[config.mk]
export PLATFORM = sky130hd
export DESIGN_NAME = rng_top
export DESIGN_NICKNAME = d
export VERILOG_FILES = /design/src/hw/rng_pkg.sv /design/src/hw/rng_sync.sv /design/src/hw/rng_top.sv
export VERILOG_INCLUDE_DIRS = /design/src /design/src/hw
export SDC_FILE = /design/constraint.sdc
export NUM_CORES = 1
export LEC_CHECK = 0
export ABC_AREA = 1
export BUFFER_PORTS_ARGS = -buffer_cell sky130_fd_sc_hd__buf_2
export CAP_MARGIN = 20
export CORE_AREA = 10 10 47 49
export CTS_CLUSTER_DIAMETER = 120
export DETAILED_ROUTE_END_ITERATION = 8
export DIE_AREA = 0 0 57 59
export SLEW_MARGIN = 10
export SYNTH_ARGS = -nofsm -noshare
export SYNTH_HDL_FRONTEND = slang
export SYNTH_SLANG_ARGS = --single-unit
[constraint.sdc]
create_clock -name clk_sys -period 0.8 [get_ports clk_sys]
set_input_delay 0.08 -clock clk_sys [delete_from_list [all_inputs] [get_ports clk_sys]]
set_output_delay 0.08 -clock clk_sys [all_outputs]
set_load 0.005 [all_outputs]
[src/hw/rng_cfg.svh]
// timing constants and reset values for the reset input and interrupt gate
`ifndef RNG_CFG_SVH
`define RNG_CFG_SVH
`define RNG_CLK_PERIOD_PS    8000
`define RNG_REJECT_TIME_PS   10000
`define RNG_PASS_TIME_PS     100000
// a pulse shorter than the reject time must never qualify: qualify only after
// strictly more cycles than fit into the reject time (rounded up)
`define RNG_REJECT_CYCLES    ((`RNG_REJECT_TIME_PS + `RNG_CLK_PERIOD_PS - 1) / `RNG_CLK_PERIOD_PS)
// a pulse longer than the pass time must qualify: longest time rounds down; the filter needs RNG_PASS_CYCLES + 1 low samples (104 ns)
`define RNG_PASS_CYCLES      (`RNG_PASS_TIME_PS / `RNG_CLK_PERIOD_PS)
`define RNG_SYNC_RESET_VAL   1'b1
`endif

[src/hw/rng_pkg.sv]
// types for the reset input and interrupt gate
package rng_pkg;
  typedef enum logic [1:0] {
    RNG_RUN      = 2'b00,
    RNG_PWR_DOWN = 2'b01
  } rng_pmode_t;
endpackage

[src/hw/rng_sync.sv]
// two-stage synchroniser for one level input
`timescale 1ns/1ps
module rng_sync #(
  parameter logic RESET_VAL = 1'b1
) (
  input  wire logic clk_sys,
  input  wire logic rst_n,
  input  wire logic din,
  output logic      dout
);
  logic meta_r;
  logic meta_nxt;
  logic dout_nxt;

  always_comb begin
    meta_nxt = din;
    dout_nxt = meta_r;
  end

  always_ff @(posedge clk_sys or negedge rst_n) begin
    if (!rst_n) begin
      meta_r <= RESET_VAL;
      dout   <= RESET_VAL;
    end else begin
      meta_r <= meta_nxt;
      dout   <= dout_nxt;
    end
  end
endmodule

[src/hw/rng_top.sv]
// reset input spike filter, interrupt edge trap and power-down gate
// How it works
// - qualified low reset input resets the device
// - low pulses under 10 ns are ignored
// - low pulses of 104 ns or more always pass
// - interrupt falling edge requests the trap routine
// - power-down with interrupt low enters power down
// - power-down with interrupt high keeps running
`timescale 1ns/1ps
`include "rng_cfg.svh"
module rng_top #(
  parameter int QUAL_CYCLES = `RNG_PASS_CYCLES
) (
  input  wire logic        clk_sys,
  input  wire logic        reset_n,
  input  wire logic        ext_reset_in_n,
  input  wire logic        nmi_in_n,
  input  wire logic        power_down_instr,
  output logic             dev_reset_n,
  output logic             nmi_trap,
  output rng_pkg::rng_pmode_t pmode,
  output logic             pwr_down_ignored
);
  import rng_pkg::*;

  localparam int CW = $clog2(QUAL_CYCLES + 1);
  localparam logic [CW-1:0] QUAL_MAX = CW'(QUAL_CYCLES);

  logic rst_a_r;
  logic rst_s_r;
  logic rst_n;

  // local reset release through two flops
  always_ff @(posedge clk_sys or negedge reset_n) begin
    if (!reset_n) begin
      rst_a_r <= 1'b0;
      rst_s_r <= 1'b0;
    end else begin
      rst_a_r <= 1'b1;
      rst_s_r <= rst_a_r;
    end
  end
  assign rst_n = rst_s_r;

  logic ext_reset_in_n_s;
  logic nmi_s;

  rng_sync #(.RESET_VAL(`RNG_SYNC_RESET_VAL)) u_sync_rst (
    .clk_sys (clk_sys),
    .rst_n   (rst_n),
    .din     (ext_reset_in_n),
    .dout    (ext_reset_in_n_s)
  );

  rng_sync #(.RESET_VAL(`RNG_SYNC_RESET_VAL)) u_sync_nmi (
    .clk_sys (clk_sys),
    .rst_n   (rst_n),
    .din     (nmi_in_n),
    .dout    (nmi_s)
  );

  logic [CW-1:0] low_cnt_r;
  logic [CW-1:0] low_cnt_nxt;
  logic          dev_reset_nxt;
  logic          nmi_prev_r;
  logic          nmi_prev_nxt;
  logic          nmi_trap_nxt;
  rng_pmode_t    pmode_nxt;
  logic          ignored_nxt;

  // the filter counts consecutive low samples; a high sample restarts it, so a
  // glitch never accumulates. QUAL_CYCLES is far above the reject window.
  always_comb begin
    low_cnt_nxt   = low_cnt_r;
    dev_reset_nxt = dev_reset_n;
    if (ext_reset_in_n_s) begin
      low_cnt_nxt   = '0;
      dev_reset_nxt = 1'b1;
    end else if (low_cnt_r != QUAL_MAX) begin
      low_cnt_nxt = low_cnt_r + CW'(1);
    end else begin
      dev_reset_nxt = 1'b0;
    end
  end

  always_comb begin
    nmi_prev_nxt = nmi_s;
    nmi_trap_nxt = nmi_prev_r & ~nmi_s;
    pmode_nxt    = pmode;
    ignored_nxt  = 1'b0;
    if (!dev_reset_n) begin
      pmode_nxt = RNG_RUN;
    end else if (power_down_instr && pmode == RNG_RUN) begin
      if (!nmi_s) begin
        pmode_nxt = RNG_PWR_DOWN;
      end else begin
        ignored_nxt = 1'b1;
      end
    end
  end

  always_ff @(posedge clk_sys or negedge rst_n) begin
    if (!rst_n) begin
      low_cnt_r        <= '0;
      dev_reset_n      <= 1'b1;
      nmi_prev_r       <= 1'b1;
      nmi_trap         <= 1'b0;
      pmode            <= RNG_RUN;
      pwr_down_ignored <= 1'b0;
    end else begin
      low_cnt_r        <= low_cnt_nxt;
      dev_reset_n      <= dev_reset_nxt;
      nmi_prev_r       <= nmi_prev_nxt;
      nmi_trap         <= nmi_trap_nxt;
      pmode            <= pmode_nxt;
      pwr_down_ignored <= ignored_nxt;
    end
  end
endmodule

======== Word-level counts from Yosys, hierarchy flattened ========
Index checks and enable logic that the tools add are counted.
storage, ports and cells
  flip-flop bits (word level) ............. 16
  output and inout bits ................... 5
operators by class
  $add $sub $neg .......................... 1
  equal/unequal tests ..................... 4
  muxes and demuxes ....................... 10
  bitwise operators ....................... 2
  reductions and logical operators ........ 4
operators by type and width
  kind                                                   number
  2-to-1 mux 4 bit                                       2
  2-to-1 mux 2 bit                                       3
  2-to-1 mux 1 bit                                       5
  adder 4 x 1 -> 4 bit, second input constant            1
  inequality test 2 x 1 -> 1 bit, second input constant  2
  inequality test 4 bit, second input constant           1
  zero test 2 bit                                        1
  inequality test 2 bit, second input constant           1
  AND reduction 2 bit                                    1
  nonzero test 2 bit                                     1
  bitwise AND 1 bit                                      1
  logical AND 1 bit                                      1
  NOT 1 bit                                              1

======== Longest topological paths before layout ========
Gate-level depths: netlist (run 1).
  depth after elaboration ................. 4
  gate-level depth with buffers ........... 6
  mapped depth without buffers ............ 6

======== Cells and area by module ========
From an unflattened synthesis (run 1), not the netlist that was laid out.
unflattened totals
  cell total of the unflattened synthesis .. 56
  area, all modules ....................... 578.1 sq um
modules (own cells, without submodules)
  module    instances  cells an instance  area each (sq um)  sequential area each (sq um)
  rng_top   1          52                 473.0              277.8
  rng_sync  2          2                  52.6               52.6

======== Least setup slack after synthesis (run 1) ========
OpenSTA, ideal clock, no wires.
  path type ............................... register -> register
  from .................................... reg low_cnt_r[0]
  to ...................................... reg low_cnt_r[0]
  setup time .............................. 65 ps
  arrival ................................. 932 ps
  data required time ...................... 735 ps
  path slack .............................. -197 ps
  cell stages (with the launch flop) ...... 7
  buffers on the path ..................... 0
  clock period less this slack ............ 997 ps
  path through ............................ dfrtp_1 inv_1 ha_1 nand3_2 nor2_2 nand2_1 nand2_1
between the ends
  longest elaborated chain between the ends .. 3
  elaborated cells on any way between the ends .. 5
  classes of those cells .................. add/sub (1); eq/ne (1); mux (2); reduce/logical (1)
RTL lines
  what                    RTL line        text
  from (decl)             rng_top.sv:62   logic [CW-1:0] low_cnt_r;
  from (signal assigned)  rng_top.sv:111  low_cnt_r <= low_cnt_nxt;
  adder 4 x 1 -> 4 bit    rng_top.sv:80   low_cnt_nxt = low_cnt_r + CW'(1);
  2-to-1 mux 4 bit        rng_top.sv:79   end else if (low_cnt_r != QUAL_MAX) begin
  2-to-1 mux 4 bit        rng_top.sv:76   if (ext_reset_in_n_s) begin
Parallel ways exist; a longest one is shown, timed or not. The select of a mux whose other input is x is not followed.
A chain may end at the register's enable or synchronous reset.

======== Worst setup path after layout (run 1) ========
  from .................................... reg low_cnt_r[1]
  to ...................................... reg low_cnt_r[2]
The elaborated chain is that of the path after synthesis.

==> results of run 1 <==
-- worst reg2reg max path: stages, from the launching register on --
cell and delay, ns:
dfrtp_1 0.42, buf_6 0.13, ha_4 0.14, nor2_1 0.10, nor2_1 0.05, nand2_1 0.06
o21ai_1 0.06
-- timing repair --
action                                 4_1_cts  5_1_grt
buffers inserted                             2        3
hold buffers                                 3        0
resized for setup                            5       12
pin swaps                                    5        3
endpoints found under the hold margin        4        0
cloned                                       0        0
setup endpoints to repair                   10       11
-- registers in the layout, indices dropped and copies added (netlist names) --
| register | count |
|---|---|
| dev_reset_n | 1 |
| low_cnt_r | 4 |
| nmi_prev_r | 1 |
| nmi_trap | 1 |
| pmode | 1 |
| pwr_down_ignored | 1 |
| rst_a_r | 1 |
| rst_n | 1 |
| u_sync_nmi.dout | 1 |
| u_sync_nmi.dout_nxt | 1 |
| u_sync_rst.dout | 1 |
| u_sync_rst.dout_nxt | 1 |
-- per-stage QoR --
step	setup WS [ns]	hold slack, ns	std cells	cell area [um^2]	TNS (ns)
after floorplan	-0.1967	-0.2156	54	569.3	-0.8629
after global placement	-0.2584	-0.1338	80	644.4	-1.159
after detailed placement	-0.2793	-0.1303	80	644.4	-1.320
after CTS	-0.2794	0.02442	89	733.2	-1.773
after global routing	-0.3588	0.03159	91	797.0	-2.141
final	-0.2724	0.03768	91	797.0	-1.552
-- layer usage --
layer | global-route usage | routed length [um] | up-vias
met2 | 0.09767 | 553 | 9
met3 | 0.03648 | 50 | 2
met4 | 0.03020 | 12 | 0
li1 | - | - | 200
met5 | 0 | 0 | -
met1 | 0.08168 | 465 | 185
-- cells in the final DEF (no fill, tap or decap) --
cell type,count
buf_4,5
o21ai_1,1
clkbuf_4,3
buf_2,7
inv_2,1
nand2_4,1
dfstp_2,6
inv_1,7
nand3_1,3
dfrtp_1,9
buf_6,3
o21bai_1,1
ha_4,2
nand3_4,1
o21ai_2,1
nand2_1,12
conb_1,2
nor2_4,1
nor2_2,1
clkinv_2,1
nor2_1,4
dlygate4sd3_1,3
-- power groups by stage --
stage,Sequential [mW],Clock (mW),Combinational [mW]
2_1_floorplan,0.842,0,0.0446
3_5_place_dp,0.843,0,0.0898
4_1_cts,0.830,0.439,0.119
5_1_grt,0.836,0.475,0.174
6_report,0.830,0.429,0.158
3_3_place_gp,0.841,0,0.0869
-- cell type report --
type	count	area [um^2]	area share
clock buffers	3	22.52	0.02826
clock inverters	1	5.005	0.006279
inverters	8	30.03	0.03768
multi-input cells	30	200.2	0.2512
flip-flops and latches	15	382.9	0.4804
well taps	16	20.02	0.02512
repair buffers	18	136.4	0.1711
-- worst min-delay path by stage --
| stage | endpoint | cells past startpoint | slack (ns) | from |
|---|---|---|---|---|
| after floorplan | rst_a_r | 0 | -0.22 | reset_n |
| after global placement | rst_a_r | 1 | -0.13 | reset_n |
| after detailed placement | rst_a_r | 1 | -0.13 | reset_n |
| after CTS | pwr_down_ignored | 3 | 0.02 | power_down_instr |
| after global routing | pwr_down_ignored | 3 | 0.03 | power_down_instr |
| final | pwr_down_ignored | 3 | 0.04 | power_down_instr |
-- cells by family (layout without fill, tap and decap cells) --
kind of cell / after synthesis / in the layout / share of synthesized area
flip-flops: 15 / 15 / 0.6725
AND/OR/NAND/NOR: 23 / 23 / 0.1736
AO/OA/AOI/OAI: 3 / 3 / 0.03077
adder cells (fa/ha/maj): 2 / 2 / 0.04395
other: 2 / 2 / 0.01319
buffers and inverters: 9 / 30 / 0.06594
==> flow_summary.ini, run 1 <==
[run_status]
status = finished with violations
violations = setup timing

[yosys]
synth_ff_type = dfrtp_1
syn-num-nets = 61
yosys.cell_types.count = 13
yosysMostFrequentCell = nand2_1
postSynth.asyncResetShare = 1.000
seq_area_frac_synth = 0.6725
synth_top_cell_by_area = dfrtp_1
yosysTopAreaCellShare = 0.3956
syn_area_um2 = 569.3
synth_area_per_cell_um2 = 10.54
synth_commonest_cells = nand2_1 (13), dfrtp_1 (9), inv_1 (8), dfstp_2 (6), nor2_1 (5)
synth_warnings = 0
postSynthCellCount = 54
synth_area_leaders = dfrtp_1 (40%), dfstp_2 (28%), nand2_1 (8.6%)
synth-seq-cells = 15
synth_edf_count = 0

[floorplan]
chipHeight_um = 59
fp.dieArea_mm2 = 0.003363
top_level_ports = 10
fp.coreArea_mm2 = 0.001401
start_util = 0.4063
num_rows = 14
die_w_um = 57

[final_layout]
finish.utilization = 0.5688
diodes = 0
fillers = 123
synthToLayoutAreaGrowth_pct = 40.00
drive_above_1_share = 0.4400
fin_nets = 83

[grt]
grt_pass1_vias = 424
antenna_found_initial = 0
grt_overflow_total = 0
grt_usage = 0.06798
grt_pass1_wl_um = 1828
grt_max_degree = 10

[worst_setup_path]
cp-start-kind = register
slowest_delay_ns = 0.42
timing.rr.start = low_cnt_r[1]
critPathTopFamily = flip-flops
r2r_cells = 6
path_cells = buf_6 -> ha_4 -> nor2_1 -> nor2_1 -> nand2_1 -> o21ai_1
worstPathMaxFanout = 2
arrival_ns = 1.24
cp.required_ns = 0.97
r2r_slack_ns = -0.27
crit_path_frequent_cell = nor2_1
cp-end-kind = register
path_buf_inv = 1
crit_path_end = low_cnt_r[2]
crit_type = reg2reg
regToRegEndpoint = low_cnt_r[2]
slowest_stage = dfrtp_1
cp.depth = 6
critPathLaunch = low_cnt_r[1]

[pwr]
pwr-share-seq = 0.586
p_sw_frac = 0.2432
p_per_area_mw_per_mm2 = 1778
p_int_mw = 1.072
switchingPower_mw = 0.3446
p_leak_nw = 0.3922
finalPower_mw = 1.417
pwr-share-clk = 0.303
ir_drop_uv = 1362
share_comb_of_total_power = 0.112

[routing]
drc = 0
post_drt_wl_per_cell_um = 11.89
drt_wl_total_um = 1082
dr.pass1.iters = 4
vias = 396
drt_first_iter_violations = 4
viasPerCell = 4.352
postRouteAntennaNets = 0

[timing]
finalHoldViolCount = 0
fmax_mhz = 932.5
setup_viol = 11
period_share = 1.341
setup_slack_ns = -0.2724
final-max-slew-violation-count = 0
skew_ns = 0.001958
min_period_ns = 1.072
rsz0062_at_grt = true

[clock_tree]
cts_tree = done
ctsLongestPathBuffers = 2
cts_buffers = 3
clock-sinks = 15
path_clk_slew_ns = 0.09
clkLatencyLatePin_ns = 0.28
htree_levels = 1
cts-root-buf = clkbuf_4

[flow_run]
drv_cap = 0

[hold_path]
min_path_type = in2reg

[placement]
io_buffers = 8
hpwlAfterDp_um = 745.2
gp_congestion = 0.7205
(Power assumes the default switching activity.)
==> run 2: changes to the inputs <==
==> constraint.sdc (replaced) <==
create_clock -name clk_sys -period 0.8 [get_ports clk_sys]
set_input_delay 0.16 -clock clk_sys [delete_from_list [all_inputs] [get_ports clk_sys]]
set_output_delay 0.16 -clock clk_sys [all_outputs]
set_load 0.005 [all_outputs]
==> run 2 against run 1 <==
- the flow still finishes with violations (setup timing)
- first-iteration DRC count is the same
- core utilization fell by 0.89 points
- die area unchanged
- sequential power is essentially flat
- worst setup slack better by 0.00092 ns
- via count is 0.51% lower
- worst hold slack improved by 0.038 ns
==> flow_summary.ini, run 2 (synthesis results as in run 1) <==
[run_status]
status = finished with violations
violations = setup timing

[floorplan]
die_w_um = 57
fp.dieArea_mm2 = 0.003363
start_util = 0.4063
top_level_ports = 10
fp.coreArea_mm2 = 0.001401
num_rows = 14
chipHeight_um = 59

[pwr]
p_per_area_mw_per_mm2 = 1797
p_leak_nw = 0.3891
finalPower_mw = 1.409
ir_drop_uv = 1340

[timing]
final-max-slew-violation-count = 0
fmax_mhz = 933.3
skew_ns = 0.001373
setup_slack_ns = -0.2715
finalHoldViolCount = 0
setup_viol = 11
period_share = 1.339
tns_ns = -1.904
rsz0062_at_grt = true
min_period_ns = 1.072

[routing]
drc = 0
viasPerCell = 4.330
vias = 394
drt_first_iter_violations = 4
drt_wl_total_um = 1076
dr.pass1.iters = 4
post_drt_wl_per_cell_um = 11.82
postRouteAntennaNets = 0

[worst_setup_path]
path_buf_inv = 1
crit_type = reg2out
slowest_stage = dfstp_2
critPathTopFamily = flip-flops
cp-start-kind = register
critPathLaunch = dev_reset_n
slowest_delay_ns = 0.55
arrival_ns = 0.91
cp-end-kind = output port
r2r_cells = 6
r2r_slack_ns = -0.27
cp.depth = 1
worstPathMaxFanout = 2
cp.required_ns = 0.64
path_cells = buf_6
timing.rr.start = low_cnt_r[1]

[final_layout]
top_register = low_cnt_r
multi_input_area_um2 = 191.4
finish.utilization = 0.5598
seq_area_um2 = 382.9
largest_register_ffs = 4
fin_nets = 83
final_cell_mix = nand2_1 (12), dfrtp_1 (9), inv_1 (7), buf_2 (7)
final_common_cell = nand2_1
diodes = 0
drive_above_1_share = 0.4267
fin_area_um2 = 784.5
synthToLayoutAreaGrowth_pct = 37.80
fillers = 126

[placement]
hpwlAfterDp_um = 745.2
io_buffers = 8
gp_congestion = 0.7205
place_area_um2 = 644.4

[flow_run]
drv_cap = 0

[clock_tree]
cts-root-buf = clkbuf_4
clkLatencyLatePin_ns = 0.28
clock-sinks = 15
htree_levels = 1
ctsLongestPathBuffers = 2
cts_buffers = 3
cts_tree = done
path_clk_slew_ns = 0.09

[grt]
grt_pass1_vias = 424
grt_util_met2 = 0.09767
grt_pass1_wl_um = 1828
busiest_layer = met2
grt_util_met1 = 0.08168
antenna_found_initial = 0
grt_overflow_total = 0
met3_usage = 0.03648
grt_max_degree = 10
grt_usage = 0.06798

[hold_path]
min_path_type = reg2async
-- run 2: cell counts in the layout (fill, tap and decap cells not counted) --
Identical to the previous run, type by type.
-- run 2: worst paths after layout --
path | to
setup / recovery | dev_reset_n
hold / removal | low_cnt_r[0]
setup reg to reg | low_cnt_r[2]
hold reg to reg | low_cnt_r[0]
max in group asynchronous | u_sync_nmi.dout
min in group clk_sys | pwr_down_ignored
-- run 2: final cells by class --
type                    instances  area share
well taps                      16     0.02552
inverters                       8     0.03828
flip-flops and latches         15      0.4880
clock inverters                 1    0.006380
repair buffers                 18      0.1691
clock buffers                   3     0.02871
multi-input cells              30      0.2440
-- run 2: through the flow --
stage          instances  hold WS [ns]  setup WS, ns
2_1_floorplan         54       -0.1356       -0.1967
3_3_place_gp          80      -0.05379       -0.2584
3_5_place_dp          80      -0.05031       -0.2793
4_1_cts               89       0.09589       -0.2799
5_1_grt               91        0.1007       -0.3587
6_report              91       0.07575       -0.2715
-- run 2: layer usage --
| metal | up-vias | wire [um] |
|---|---|---|
| met1 | 182 | 465 |
| met4 | 0 | 12 |
| li1 | 201 | - |
| met2 | 9 | 544 |
| met3 | 2 | 53 |
| met5 | - | 0 |
-- run 2: report_power, final --
| group | switching [mW] | internal (mW) | leakage, nW |
|---|---|---|---|
| Combinational | 0.0709 | 0.0846 | 0.196 |
| Sequential | 0.0282 | 0.801 | 0.175 |
| Clock | 0.239 | 0.185 | 0.0177 |
-- run 2: repair_timing --
item	4_1_cts	5_1_grt
endpoints found under the setup margin	10	11
cloned	0	0
hold buffers	3	0
pin swaps	4	2
endpoints found under the hold margin	4	0
setup buffers	2	2
gates resized for setup	4	9
==> run 3: changes to the inputs <==
BUFFER_PORTS_ARGS = -buffer_cell sky130_fd_sc_hd__buf_4   (was -buffer_cell sky130_fd_sc_hd__buf_2)
==> run 3 against run 2 <==
- the run still ends with setup timing left
- total power decreased by 0.24%
- sequential share of layout area decreased by 1.7 points
- critical path depth unchanged
- combinational power decreased by 4%
- flip-flop and latch count unchanged
- critical endpoint unchanged
- worst hold slack improved by 0.0090 ns
- count of clock-buffer cells in the layout unchanged
- via count increased by 1.3%
- final area increased by 3.5%
- largest cell class unchanged
- highest routed layer is now met3
- first-iteration DRC count unchanged
- die area unchanged
- non-clock buffer count unchanged
==> flow_summary.ini, run 3 (synthesis results as in run 1) <==
[routing]
drc = 0
drt_wl_total_um = 1122
dr.pass1.iters = 4
vias = 399
postRouteAntennaNets = 0
post_drt_wl_per_cell_um = 12.33
drt_first_iter_violations = 4
viasPerCell = 4.385

[final_layout]
top_register = low_cnt_r
final_common_cell = nand2_1
drive_above_1_share = 0.4667
diodes = 0
fin_nets = 83
multi_input_area_um2 = 190.2
final_cell_mix = nand2_1 (12), buf_4 (10), dfrtp_1 (9)
largest_register_ffs = 4
synthToLayoutAreaGrowth_pct = 42.64
fillers = 122
seq_area_um2 = 382.9

[placement]
gp_congestion = 0.6612
io_buffers = 8
hpwlAfterDp_um = 758.7

[timing]
rsz0062_at_grt = true
fmax_mhz = 912.9
finalHoldViolCount = 0
min_period_ns = 1.095
whs_ns = 0.08471
final-max-slew-violation-count = 0
setup_slack_ns = -0.2954
setup_viol = 11
tns_ns = -2.006
period_share = 1.369
skew_ns = 0.008262

[grt]
grt_pass1_wl_um = 1883
grt_pass1_vias = 413
antenna_found_initial = 0
grt_usage = 0.07102
grt_overflow_total = 0
grt_max_degree = 10

[pwr]
p_sw_frac = 0.2383
share_comb_of_total_power = 0.106
pwr-share-clk = 0.301
switchingPower_mw = 0.3351
p_per_area_mw_per_mm2 = 1732
p_leak_nw = 0.3967
pwr-share-seq = 0.593
ir_drop_uv = 1180
p_int_mw = 1.071
finalPower_mw = 1.406

[worst_setup_path]
path_buf_inv = 1
path_cells = buf_6
arrival_ns = 0.94
crit_type = reg2out
slowest_delay_ns = 0.56
cp-start-kind = register
cp-end-kind = output port
cp.required_ns = 0.64
worstPathMaxFanout = 2
critPathTopFamily = flip-flops
slowest_stage = dfstp_2

[clock_tree]
clock-sinks = 15
ctsLongestPathBuffers = 2
cts-root-buf = clkbuf_4
cts_buffers = 3
htree_levels = 1
path_clk_slew_ns = 0.09
clkLatencyLatePin_ns = 0.28
cts_tree = done

[floorplan]
top_level_ports = 10
fp.dieArea_mm2 = 0.003363
num_rows = 14
chipHeight_um = 59
fp.coreArea_mm2 = 0.001401
die_w_um = 57
start_util = 0.4063

[run_status]
violations = setup timing
status = finished with violations

[hold_path]
min_path_type = reg2async

[flow_run]
drv_cap = 0
run 3: cell count changes in the layout (fill, tap and decap cells not counted), moves of 2 or more:
cell   delta
inv_2     +2
buf_4     +4
inv_1     -2
buf_6     +3
buf_2     -7
run 3: metrics by stage:
step	area (um^2)	utilization	worst slack, ns	instances
after detailed placement	664.4	0.4741	-0.3076	80
after CTS	794.5	0.5670	-0.2922	91
after floorplan	569.3	-	-0.1967	54
after global placement	664.4	0.4741	-0.2926	80
after global routing	812.0	0.5795	-0.3321	91
final	812.0	0.5795	-0.2954	91
run 3: what timing repair did:
item                                   in CTS  in global routing
resized for setup                          14                  5
pin swaps                                   6                  3
setup endpoints to repair                  11                 11
setup buffers                               4                  0
hold buffers                                3                  0
endpoints found under the hold margin       4                  0
run 3: layout make-up:
cell class	instances	area share
sequential	15	0.4715
multi-input combinational	30	0.2342
timing repair buffer	18	0.1988
inverter	8	0.03698
clock buffer	3	0.02773
tap	16	0.02465
clock inverter	1	0.006163
run 3: power groups by stage:
| stage | Sequential [mW] | Clock [mW] | Combinational [mW] |
|---|---|---|---|
| 2_1_floorplan | 0.842 | 0 | 0.0446 |
| 3_3_place_gp | 0.842 | 0 | 0.0929 |
| 5_1_grt | 0.839 | 0.485 | 0.166 |
| 6_report | 0.834 | 0.423 | 0.149 |
| 4_1_cts | 0.834 | 0.439 | 0.141 |
| 3_5_place_dp | 0.843 | 0 | 0.0957 |
run 3: worst reg2reg max path: cells and delay by family (launching register included):
family                   cells  cell delay, ns
adder cells (fa/ha/maj)      1            0.15
buffers and inverters        1            0.09
flip-flops                   1            0.43
AND/OR/NAND/NOR              4            0.31
run 3: worst paths after layout:
path	start	end	slack (ns)	cells after the start
worst min-delay path	rst_n	low_cnt_r[0]	0.08	0
worst max register to register	low_cnt_r[1]	low_cnt_r[0]	-0.27	6
max in group asynchronous	rst_n	u_sync_nmi.dout	0.26	1
worst min register to register	rst_n	low_cnt_r[0]	0.08	0
min in group clk_sys	power_down_instr	pwr_down_ignored	0.11	3
worst max-delay path	dev_reset_n	dev_reset_n	-0.30	1
run 3: per-layer routing:
layer / track usage / vias to the layer above / share of wire
met5: 0 / - / 0
met4: 0.01007 / 0 / 0
met3: 0.04721 / 0 / 0.058
met2: 0.1163 / 8 / 0.53
met1: 0.07664 / 191 / 0.41
li1: - / 200 / -
